**config.mk**
```make
export PLATFORM = sky130hd
export DESIGN_NAME = pcsm_core
export DESIGN_NICKNAME = d
export VERILOG_FILES = /design/src/pcsm_pkg.sv /design/src/pcsm_core.sv
export VERILOG_INCLUDE_DIRS = /design/src
export SDC_FILE = /design/constraint.sdc
export NUM_CORES = 2
export LEC_CHECK = 0
export BUFFER_PORTS_ARGS = -buffer_cell sky130_fd_sc_hd__buf_2
export CELL_PAD_IN_SITES_DETAIL_PLACEMENT = 1
export CELL_PAD_IN_SITES_GLOBAL_PLACEMENT = 1
export CORE_MARGIN = 4
export CORE_UTILIZATION = 57
export CTS_BUF_LIST = sky130_fd_sc_hd__clkbuf_4 sky130_fd_sc_hd__clkbuf_8 sky130_fd_sc_hd__clkbuf_16
export DETAILED_ROUTE_END_ITERATION = 10
export GPL_TIMING_DRIVEN = 1
export PLACE_DENSITY_LB_ADDON = 0.1
export SLEW_MARGIN = 0
export SYNTH_ARGS = -nofsm -noshare
export SYNTH_HDL_FRONTEND = slang
export SYNTH_SLANG_ARGS = --single-unit
export TNS_END_PERCENT = 5
```
**constraint.sdc**
```tcl
create_clock -name pclk -period 6.5 [get_ports pclk]
set_input_delay 1.3 -clock pclk [delete_from_list [all_inputs] [get_ports pclk]]
set_output_delay 1.3 -clock pclk [all_outputs]
set_load 0.03 [all_outputs]
```
**src/pcsm_consts.svh**
```systemverilog
// Constants for the program sequencing and data memory map block.
// Assumes inclusion by bare name from the package and the design module.
`ifndef PCSM_CONSTS_SVH
`define PCSM_CONSTS_SVH
`define PCSM_PC_W        13
`define PCSM_PC_RESET    13'h0000
`define PCSM_CALL_LIMIT  13'h07ff
`define PCSM_SP_W        4
`define PCSM_SP_RESET    4'h5
`define PCSM_SP_HANG     4'h6
`define PCSM_RAS_DEPTH   5
`define PCSM_ICS_DEPTH   3
`define PCSM_CTX_W       6
`define PCSM_SYS_LO      7'h74
`define PCSM_DBF_LO      7'h0c
`define PCSM_DBF_HI      7'h0f
`define PCSM_DBF_RESET   16'h0320
`define PCSM_PORT_A      7'h6f
`define PCSM_PORT_LO     7'h70
`define PCSM_PORT_HI     7'h73
`define PCSM_RP_OFS      4'hc
`define PCSM_BANK_OFS    4'h9
`define PCSM_PSW_OFS     4'hf
`define PCSM_ROW_SYS     3'h7
`define PCSM_APB_CTRL    12'h000
`define PCSM_APB_CMD     12'h004
`define PCSM_APB_PC      12'h008
`define PCSM_APB_STAT    12'h00c
`define PCSM_APB_MEMA    12'h010
`define PCSM_APB_MEMD    12'h014
`endif

```
**src/pcsm_pkg.sv**
```systemverilog
// Types shared by the program sequencing block and its bench.
// Assumes the constants header is on the include path.
`include "pcsm_consts.svh"
package pcsm_pkg;
	typedef enum logic [3:0] {
		PCSM_OP_NONE    = 4'h0,
		PCSM_OP_CALL    = 4'h1,
		PCSM_OP_ICALL   = 4'h2,
		PCSM_OP_TRD1    = 4'h3,
		PCSM_OP_TRD2    = 4'h4,
		PCSM_OP_PUSH    = 4'h5,
		PCSM_OP_POP     = 4'h6,
		PCSM_OP_RET     = 4'h7,
		PCSM_OP_RETURN_AND_SKIP   = 4'h8,
		PCSM_OP_INT     = 4'h9,
		PCSM_OP_IRET    = 4'ha,
		PCSM_OP_IBR     = 4'hb,
		PCSM_OP_STEP    = 4'hc
	} pcsm_op_t;
	typedef struct packed {
		logic       wide_rom;
		logic       two_banks;
	} pcsm_cfg_t;
	typedef struct packed {
		logic       hang;
		logic [3:0] sp;
		logic [1:0] ics_cnt;
	} pcsm_stat_t;
endpackage : pcsm_pkg

```
**src/pcsm_core.sv**
```systemverilog
// Program counter, return and context stacks, and nibble data memory map.
// Assumes an APB master issues sequencer commands and memory accesses.
//
// Summary of operation
// [RL1] Program counter resets to address zero
// [RL2] Program counter is plain binary word counter
// [RL3] Direct call reaches lowest 2048 words only
// [RL4] Indirect operations reach the whole program memory
// [RL5] Stack pointer four bits, top bit zero
// [RL6] Five return entries, three context entries
// [RL7] Entry takes return address or address register
// [RL8] Hang-up low when pointer six or more
// [RL9] Interrupt saves and restores bank and status
// [RL10] Context stack overflow discards oldest saved context
// [RL11] Calls decrement pointer, returns increment it
// [RL12] Interrupt decrements pointer and increments context count, interrupt return reverses both
// [RL13] Seven-bit nibble address: row and column
// [RL14] System registers at 74H through 7FH
// [RL15] Transfer buffer 0CH-0FH, resets to 0320H
// [RL16] Row pointer at 7CH is stored and read back only
// [RL17] Port registers bank zero; bank one writes ignored
// [RL18] Small variants have bank zero only
// [RL19] General storage 111 and 112 nibbles
// [RL20] System registers shared across banks
// [RL21] Board ties hang-up output to reset
// [RL22] Stack pointer resets to five
// [RL23] Pointer five to seven addresses nothing
`timescale 1ns/1ps
`include "pcsm_consts.svh"
module pcsm_core
	import pcsm_pkg::*;
(
	// Clock and reset
	input  wire logic        pclk,
	input  wire logic        presetn,
	// APB slave
	input  wire logic        psel,
	input  wire logic        penable,
	input  wire logic        pwrite,
	input  wire logic [11:0] paddr,
	input  wire logic [31:0] pwdata,
	output logic      [31:0] prdata,
	output logic             pready,
	output logic             pslverr,
	// Hang-up open-drain pin
	output logic             hang_up_output_o,
	output logic             hang_up_output_oe,
	// Program counter to program memory
	output logic      [12:0] program_counter
);
	//------------------------------------------------------------
	// Bus decode
	//------------------------------------------------------------
	logic        wr_en;
	logic        rd_en;
	logic        hit;
	assign wr_en   = psel && penable && pwrite;
	assign rd_en   = psel && penable && !pwrite;
	assign pready  = 1'b1;
	assign hit     = (paddr == `PCSM_APB_CTRL) || (paddr == `PCSM_APB_CMD)
	              || (paddr == `PCSM_APB_PC) || (paddr == `PCSM_APB_STAT)
	              || (paddr == `PCSM_APB_MEMA) || (paddr == `PCSM_APB_MEMD);
	assign pslverr = psel && penable && !hit;

	//------------------------------------------------------------
	// Configuration and state
	//------------------------------------------------------------
	pcsm_cfg_t   cfg_reg;
	pcsm_op_t    op;
	logic        cmd_go;
	logic [12:0] cmd_target;
	logic [12:0] pc_mask;
	logic [12:0] ret_addr;
	logic [15:0] address_register;
	logic [3:0]  return_stack_pointer;
	logic [1:0]  ics_cnt_reg;
	logic [12:0] return_address_stack [0:`PCSM_RAS_DEPTH-1];
	logic [5:0]  interrupt_context_stack [0:`PCSM_ICS_DEPTH-1];
	logic [3:0]  ram_reg [0:255];
	logic [7:0]  mem_addr_reg;
	logic [3:0]  bank_sel;
	logic [3:0]  program_status_word;
	logic [2:0]  working_row_pointer;
	logic        sp_valid;
	logic [2:0]  sp_idx;
	logic [2:0]  sp_dec_idx;

	assign cmd_go     = wr_en && (paddr == `PCSM_APB_CMD);
	assign op         = cmd_go ? pcsm_op_t'(pwdata[3:0]) : PCSM_OP_NONE;
	assign cmd_target = pwdata[28:16];
	// Width follows the variant: 11 or 13 significant bits
	assign pc_mask = cfg_reg.wide_rom ? 13'h1fff : 13'h07ff; // [RL2]
	assign ret_addr = (program_counter + 13'h0001) & pc_mask;

	// Variant straps held in software-written control
	always_ff @(posedge pclk or negedge presetn) begin
		if (!presetn) begin
			cfg_reg <= '0;
		end else if (wr_en && (paddr == `PCSM_APB_CTRL)) begin
			cfg_reg <= pcsm_cfg_t'(pwdata[1:0]);
		end
	end

	//------------------------------------------------------------
	// Program counter
	//------------------------------------------------------------
	always_ff @(posedge pclk or negedge presetn) begin
		if (!presetn) begin
			program_counter <= `PCSM_PC_RESET; // [RL1]
		end else begin
			case (op)
				PCSM_OP_STEP: program_counter <= ret_addr; // [RL2]
				// Direct call target is forced into the low 2K words
				PCSM_OP_CALL: program_counter <= cmd_target & `PCSM_CALL_LIMIT; // [RL3]
				PCSM_OP_ICALL, PCSM_OP_IBR: program_counter <= address_register[12:0] & pc_mask; // [RL4]
				PCSM_OP_INT: program_counter <= cmd_target & pc_mask;
				PCSM_OP_RET, PCSM_OP_IRET: program_counter <= sp_valid ?
					return_address_stack[sp_idx] : program_counter;
				PCSM_OP_RETURN_AND_SKIP: program_counter <= sp_valid ?
					((return_address_stack[sp_idx] + 13'h0001) & pc_mask) : program_counter;
				PCSM_OP_TRD2: program_counter <= sp_valid ?
					return_address_stack[sp_idx] : program_counter;
				default: program_counter <= program_counter;
			endcase
		end
	end

	//------------------------------------------------------------
	// Return stack pointer
	//------------------------------------------------------------
	// Entries live at pointer values 0..4; 5..7 hold nothing
	assign sp_valid   = (return_stack_pointer < 4'h5); // [RL23]
	assign sp_idx     = return_stack_pointer[2:0];
	assign sp_dec_idx = return_stack_pointer[2:0] - 3'h1;

	always_ff @(posedge pclk or negedge presetn) begin
		if (!presetn) begin
			return_stack_pointer <= `PCSM_SP_RESET; // [RL22]
		end else begin
			case (op)
				PCSM_OP_CALL, PCSM_OP_ICALL, PCSM_OP_TRD1, PCSM_OP_PUSH, PCSM_OP_INT:
					return_stack_pointer <= {1'b0, sp_dec_idx}; // [RL5] [RL11] [RL12]
				PCSM_OP_RET, PCSM_OP_RETURN_AND_SKIP, PCSM_OP_TRD2, PCSM_OP_POP, PCSM_OP_IRET:
					return_stack_pointer <= {1'b0, sp_idx + 3'h1}; // [RL5] [RL11] [RL12]
				default: return_stack_pointer <= return_stack_pointer;
			endcase
		end
	end

	//------------------------------------------------------------
	// Return address stack
	//------------------------------------------------------------
	// Pushes below entry zero wrap the pointer and store nothing
	always_ff @(posedge pclk or negedge presetn) begin
		if (!presetn) begin
			for (int i = 0; i < `PCSM_RAS_DEPTH; i++) begin
				return_address_stack[i] <= '0;
			end
		end else if (sp_dec_idx < 3'h5) begin
			case (op)
				PCSM_OP_CALL, PCSM_OP_ICALL, PCSM_OP_TRD1, PCSM_OP_INT:
					return_address_stack[sp_dec_idx] <= ret_addr; // [RL6] [RL7]
				PCSM_OP_PUSH:
					return_address_stack[sp_dec_idx] <= address_register[12:0] & pc_mask; // [RL7]
				default: ;
			endcase
		end
	end

	// Address register reloaded by pop; also writable as nibbles
	always_ff @(posedge pclk or negedge presetn) begin
		if (!presetn) begin
			address_register <= '0;
		end else if (op == PCSM_OP_POP && sp_valid) begin
			address_register <= {3'h0, return_address_stack[sp_idx]};
		end else if (wr_en && paddr == `PCSM_APB_MEMD && mem_addr_reg[6:2] == 5'h1d) begin
			address_register[4*(3-mem_addr_reg[1:0]) +: 4] <= pwdata[3:0];
		end
	end

	// Stack overflow: drive low when pointer is 6 or 7
	assign hang_up_output_o  = 1'b0;
	assign hang_up_output_oe = (return_stack_pointer >= `PCSM_SP_HANG); // [RL8]

	//------------------------------------------------------------
	// Interrupt context stack
	//------------------------------------------------------------
	// Circular store: the fourth nested save overwrites the oldest
	always_ff @(posedge pclk or negedge presetn) begin
		if (!presetn) begin
			ics_cnt_reg <= '0;
			for (int j = 0; j < `PCSM_ICS_DEPTH; j++) begin
				interrupt_context_stack[j] <= '0;
			end
		end else if (op == PCSM_OP_INT) begin
			interrupt_context_stack[ics_cnt_reg] <= {bank_sel[1:0], program_status_word}; // [RL9]
			ics_cnt_reg <= (ics_cnt_reg == 2'h2) ? 2'h0 : ics_cnt_reg + 2'h1; // [RL10] [RL12]
		end else if (op == PCSM_OP_IRET) begin
			ics_cnt_reg <= (ics_cnt_reg == 2'h0) ? 2'h2 : ics_cnt_reg - 2'h1; // [RL12]
		end
	end

	//------------------------------------------------------------
	// Data memory map
	//------------------------------------------------------------
	logic [1:0] iret_idx;
	logic [6:0] la;
	logic       bk;
	logic [3:0] rd_nib;
	assign iret_idx = (ics_cnt_reg == 2'h0) ? 2'h2 : ics_cnt_reg - 2'h1;
	assign la = mem_addr_reg[6:0]; // [RL13]
	assign bk = mem_addr_reg[7] && cfg_reg.two_banks; // [RL18]

	// System registers: bank, status and row pointer live once
	always_ff @(posedge pclk or negedge presetn) begin
		if (!presetn) begin
			bank_sel            <= '0;
			program_status_word <= '0;
			working_row_pointer <= '0;
		end else if (op == PCSM_OP_IRET) begin
			{bank_sel[1:0], program_status_word} <= interrupt_context_stack[iret_idx]; // [RL9]
			bank_sel[3:2] <= 2'h0;
		end else if (wr_en && paddr == `PCSM_APB_MEMD && la >= `PCSM_SYS_LO) begin // [RL14] [RL20]
			if (la[3:0] == `PCSM_BANK_OFS) begin
				bank_sel <= {3'h0, pwdata[0] & cfg_reg.two_banks};
			end else if (la[3:0] == `PCSM_PSW_OFS) begin
				program_status_word <= pwdata[3:0];
			end else if (la[3:0] == `PCSM_RP_OFS) begin
				working_row_pointer <= pwdata[2:0]; // [RL16]
			end
		end
	end

	// Access address register; index 0x80 sets bank one
	always_ff @(posedge pclk or negedge presetn) begin
		if (!presetn) begin
			mem_addr_reg <= '0;
		end else if (wr_en && paddr == `PCSM_APB_MEMA) begin
			mem_addr_reg <= pwdata[7:0];
		end
	end

	// Nibble store; transfer buffer seeded at reset
	always_ff @(posedge pclk or negedge presetn) begin
		if (!presetn) begin
			for (int k = 0; k < 256; k++) begin
				ram_reg[k] <= '0;
			end
			ram_reg[8'h0c] <= 4'(`PCSM_DBF_RESET >> 12); // [RL15]
			ram_reg[8'h0d] <= 4'h3;
			ram_reg[8'h0e] <= 4'h2;
			ram_reg[8'h0f] <= 4'h0;
		end else if (wr_en && paddr == `PCSM_APB_MEMD && la < `PCSM_SYS_LO) begin // [RL19]
			if (!(bk && la >= `PCSM_PORT_LO)) begin // [RL17]
				ram_reg[{bk, la}] <= pwdata[3:0];
			end
		end
	end

	// Read path: system area shared, bank one ports mirror bank zero
	always_comb begin
		rd_nib = 4'h0;
		if (la >= `PCSM_SYS_LO) begin
			if (la[3:0] == `PCSM_BANK_OFS) begin
				rd_nib = bank_sel;
			end else if (la[3:0] == `PCSM_PSW_OFS) begin
				rd_nib = program_status_word;
			end else if (la[3:0] == `PCSM_RP_OFS) begin
				rd_nib = {1'b0, working_row_pointer};
			end else if (la[3:2] == 2'h1) begin
				rd_nib = address_register[4*(3-la[1:0]) +: 4];
			end
		end else if (bk && la >= `PCSM_PORT_LO) begin
			rd_nib = ram_reg[{1'b0, la}]; // [RL17]
		end else begin
			rd_nib = ram_reg[{bk, la}];
		end
	end

	//------------------------------------------------------------
	// Read data register
	//------------------------------------------------------------
	always_ff @(posedge pclk or negedge presetn) begin
		if (!presetn) begin
			prdata <= '0;
		end else if (psel && !penable && !pwrite) begin
			if (paddr == `PCSM_APB_CTRL) begin
				prdata <= {30'h0, cfg_reg};
			end else if (paddr == `PCSM_APB_PC) begin
				prdata <= {19'h0, program_counter};
			end else if (paddr == `PCSM_APB_STAT) begin
				prdata <= {25'h0, hang_up_output_oe, return_stack_pointer, ics_cnt_reg};
			end else if (paddr == `PCSM_APB_MEMA) begin
				prdata <= {24'h0, mem_addr_reg};
			end else if (paddr == `PCSM_APB_MEMD) begin
				prdata <= {28'h0, rd_nib};
			end else begin
				prdata <= '0;
			end
		end
	end
endmodule : pcsm_core

```
Word-level counts from Yosys, hierarchy flattened
Cells that the tools add are included.

Input port bits: 49. Output and inout bits: 49. Register bits after elaboration: 1195. Logic and storage cells: 443.

Equal/unequal tests: 26. Shifts and indexed selects: 3. Bitwise operators: 15. Multiplexer cells: 54. $add $sub $neg: 8. Reduce and logical (&&, ||, !) cells: 47. Order comparisons: 15.

Operators with widths (number): $bwmux 1024 (1); $bwmux 65 (2); $pmux 65 s2 (1); $mux 13 (8); $mux 4 (20); $pmux 13 s6 (1); $bmux 4 s8 (2); $and 13x13->13 (4); $bmux 13 s3 (1); $demux 13 s3 (1); $neg 32->34 (1); $shift 4x34->16 const A (1); $shiftx 4x34->16 (1); $shiftx 16x33->4 (1); $demux 4 s8 (1); $eq 4x4->1 const B (8); $mux 16 (2); $add 13x1->13 const B (2); $eq 12x4->1 const B (2); $eq 12x5->1 const B (2); $bwmux 18 (1); $ge 9x9->1 const B (2); $logic_and 1x1->1 (18); $mux 6 (3); other kinds (49) (82).

Longest topological paths before layout
Depth in word-level cells: 12. Gate-level depth with buffers: 16. Depth with buffers taken out: 12.

Worst setup path after synthesis
Ideal clock, no wire load.

Kind: in2out. Start: in paddr[7]. End: out pslverr. Setup slack: 2.863 ns. Cell stages on the path: 4. Buffers on the path: 1. Arrival time: 2.337 ns. Data required time: 5.200 ns. Cells stage by stage: nor4_1 and3_1 clkbuf_1 a21oi_1.

Cells in the longest elaborated chain, start to end: 8. Elaborated cells between the ends (all ways): 13. Those cells by class: 5 x eq/ne; 8 x reduce/logical.

Ends and longest elaborated chain: from (decl) (line pcsm_core.sv:40) `input wire logic [11:0] paddr,`; $eq 12x3->1 (no source line) / $logic_not 12->1 (equally long branches); $logic_or 1x1->1 (4 in a row) (line pcsm_core.sv:60) `` assign hit = (paddr == `PCSM_APB_CTRL) || (paddr == `PCSM_APB_CMD) ``; $logic_or 1x1->1 * (line pcsm_core.sv:60); $logic_not 1->1 * (line pcsm_core.sv:63) `assign pslverr = psel && penable && !hit;`; $logic_and 1x1->1 * (line pcsm_core.sv:63); to (decl) (line pcsm_core.sv:44) `output logic pslverr,`.

Mark *: on every way between the ends. The rest lies on a longest branch, timed or not.

Worst setup path in the final report
Start: reg mem_addr_reg[2]. End: reg ram_reg[102] in the netlist's numbering.

Cells in the longest elaborated chain, start to end: 6. Elaborated cells between the ends (all ways): 13. Those cells by class: 4 x order compare; 3 x mux; 2 x bitwise; 4 x reduce/logical.

Ends and longest elaborated chain: from (decl) (line pcsm_core.sv:80) `logic [7:0] mem_addr_reg;`; from (signal assigned) (line pcsm_core.sv:239) `mem_addr_reg <= pwdata[7:0];`; $not 8->9 (implied by the code) (line pcsm_core.sv:255) `ram_reg[{bk, la}] <= pwdata[3:0];`; $ge 9x9->1 (implied by the code) / $lt 9x1->1 (equally long branches) (line pcsm_core.sv:255); $logic_and 1x1->1 (implied by the code) (line pcsm_core.sv:255); $mux 4 (implied by the code) (line pcsm_core.sv:255); $demux 4 s8 (line pcsm_core.sv:255); $bwmux 1024 (line pcsm_core.sv:255); to (signal, indexed assignment) (line pcsm_core.sv:249) `` ram_reg[8'h0c] <= 4'(`PCSM_DBF_RESET >> 12); ``; to (signal, indexed assignment) (line pcsm_core.sv:255); to (decl) (line pcsm_core.sv:79) `logic [3:0] ram_reg [0:255];`.

Parallel ways exist; a longest one is shown, timed or not. A chain may end at the register's enable or synchronous reset.

==> out/metrics.cfg <==
[job]
cap_violations=0

[setup_path]
crit_path_cell_trace=nor2b_2 > buf_4 > nand3_2 > buf_4 > nor2_1 > mux2_2
crit_arrival_ns=5.01
rr_endpoint=ram_reg[102]
r2r_slack_ns=2.07
path_buf_inv=2
cp-start-kind=flop
reg2reg_from=mem_addr_reg[2]
endpoint_kind=flop
cp_data_required_time_ns=7.08
rr_worst_depth=6
critPathTopFamily=simple AND/OR/NAND/NOR gates
cp_common_cell=buf_4
cp_slowest_stage_delay_ns=1.08
crit_fanout=33
critPathLaunch=mem_addr_reg[2]
slowest_stage=nor2b_2
critPathKind=reg -> reg

[die]
die_h_um=313.2
start_util=0.5767
io_pins=98
core_sq_mm=0.09208
die-width_um=313.2
die-area_sq_mm=0.09811
rows=111

[place]
place_area_sq_mm=0.05440
placement.io_buffers=65
place_hpwl_um=102100
place_ws_ns=1.535
routabilityCongestion=0.8738

[timing]
tns_ns=0
worst_pin_slew_ns=1.261
rsz0062_at_grt=no
finalMaxSlewViolations=0
max_freq_mhz=225.6
finalCritPeriodShare=0.6820
setup_slack_ns=2.067
slew_headroom=0.1592
finalCriticalPeriod_ns=4.433
hold_viol=0
setup_viol=0
clock_skew_ns=0.02337

[drt]
vias=34010
wl_per_cell_um=30.78
drtAntennaViolNets=0
vias_per_cell=6.583
drcViolationCount=0
drtIter0Drc=3009
first_pass_iters=7
totalWireLength_um=159000

[clocking]
clockBufferDepth=3
cts.clk_slew.worst_paths_ns=0.06
clk_latency_ns=0.72
cts_setup_buffers=0
cts_tree=done
cts_hold_buf=0
h-tree-depth=3
numCtsBuffers=117
post_cts_resized=0
cts.sinks=1113
cts_root_buffer=clkbuf_16

[synth]
synth_edf_count=0
ys_warn_count=0
yosysSeqAreaShare=0.5246
synth_cells=3876
async_flop_share=1.000
ys_seq_elements=1113
synth_top_flop_cell=dfrtp_1
netlist_area_sq_mm=0.05310
avgSynthCellArea_sq_um=13.70
ys_types=74

[cells_and_area]
largest_reg_flops=964
nFillCells=8452
drive_gt1_frac=0.4414
final_nets=3890
area_delta_synth_final_pct=10.64
final_area_sq_mm=0.05875
final_cell_mix=dfrtp_1 (1104), mux2_2 (981), mux4_2 (244)
final_common_cell=dfrtp_1

[pwr]
p_leak_uw=0.02713
p_switching_uw=3144
internal_power_uw=11540
powerDensity_mw_per_mm2=250.0
seqPwrFrac=0.472
max-vdd-ir-drop_uv=199.8
clkPwrFrac=0.505
switching_share=0.2141
p_comb_frac=0.023

[global_route]
grt_max_degree=191
overflow=0
grt_usage=0.3265
grt_antenna_before_repair=3
grt_pass1_vias=37750
grt_pass1_wl_um=244200

[hold_path]
min_from=ram_reg[538]
worstHoldPathType=reg -> reg
whs_path_depth=0
hold-path-endpoint=ram_reg[538]

[status]
status=completed

==> cell families (layout without fill, tap and decap cells) <==
family / after synthesis / in the layout / synth area share
muxes: 1326 / 1326 / 0.3306
other: 2 / 23 / 0.0001414
and+or+nand+nor: 674 / 674 / 0.06247
AOI/OAI and AO/OA: 341 / 341 / 0.04225
xor gates and xnor gates: 24 / 24 / 0.003958
DFF: 1113 / 1113 / 0.5246
adders and majority gates: 20 / 20 / 0.004665
buffers and inverters: 376 / 403 / 0.03134
==> power by group through the flow <==
stage,Clock [uW],Sequential [uW],Combinational [uW]
after floorplan,0,7060,120
after global routing,7850,6930,367
after CTS,7510,6930,335
final,7420,6930,331
after global placement,0,7060,315
after detailed placement,0,7060,333
==> worst max path at each step <==
stage / end / slack, ns / depth (start not counted)
after floorplan: pslverr / 2.86 / 4
after global placement: ram_reg[102] / 1.64 / 8
after detailed placement: ram_reg[102] / 1.54 / 8
after CTS: ram_reg[102] / 2.11 / 6
after global routing: program_counter[12] / 2.07 / 10
final: ram_reg[102] / 2.07 / 6
==> final cells by class <==
class                   instances  area, sq um  share of cell area
diodes                          2        5.005          0.00008519
clock buffers                 169         3540             0.06025
clock inverters                50        805.8             0.01372
inverters                      26        97.59            0.001661
multi-input cells            2406        23680              0.4031
flip-flops and latches       1113        27870              0.4744
well taps                    1243         1555             0.02647
repair buffers                158         1196             0.02036
==> worst register-to-register path: stages (launching register included) <==
cell     delay (ns)
dfrtp_4        0.84
nor2b_2        1.14
buf_4          0.44
nand3_2        0.54
buf_4          0.50
nor2_1         0.43
mux2_2         0.41
==> through the flow <==
step | utilization | std cells | hold WS (ns) | power, uW
6_report | 0.6380 | 5167 | 0.3718 | 14690
5_1_grt | 0.6380 | 5165 | 0.3836 | 15140
4_1_cts | 0.6380 | 5165 | 0.3759 | 14770
3_5_place_dp | 0.5908 | 4946 | 0.3625 | 7391
3_3_place_gp | 0.5908 | 4946 | 0.3597 | 7373
2_1_floorplan | - | 3895 | 0.4239 | 7181
==> layer usage <==
layer / share of wire / global-route usage / vias to the layer above / routed length, um
li1: - / - / 14020 / -
met1: 0.42 / 0.4467 / 18470 / 66560
met2: 0.48 / 0.5316 / 1161 / 76540
met3: 0.059 / 0.05574 / 358 / 9452
met4: 0.041 / 0.1201 / 2 / 6476
met5: 0.000082 / 0 / - / 13
==> cell usage after synthesis (14+ instances only) <==
cell type  count  area [sq um]
nand2_1      155         581.8
mux4_2       244          5495
buf_2         45         225.2
a221oi_1      14         122.6
nor2_1       207         777.0
nor2_2        90         563.0
nor3_1        18         90.09
inv_1         24         90.09
clkbuf_1     238         893.4
a22o_1        16         140.1
a22oi_1       56         420.4
o21ai_0       74         370.4
ha_1          19         237.7
nand3_1       75         375.4
mux2_2       981         11050
o22ai_1       26         162.7
xnor2_1       16         140.1
buf_4         36         270.3
and3_1        20         125.1
buf_1         22         82.58
a21oi_1       73         365.4
mux2i_1      101          1011
dfrtp_1     1108         27730
No activity file was read; power rests on OpenSTA's default activity.
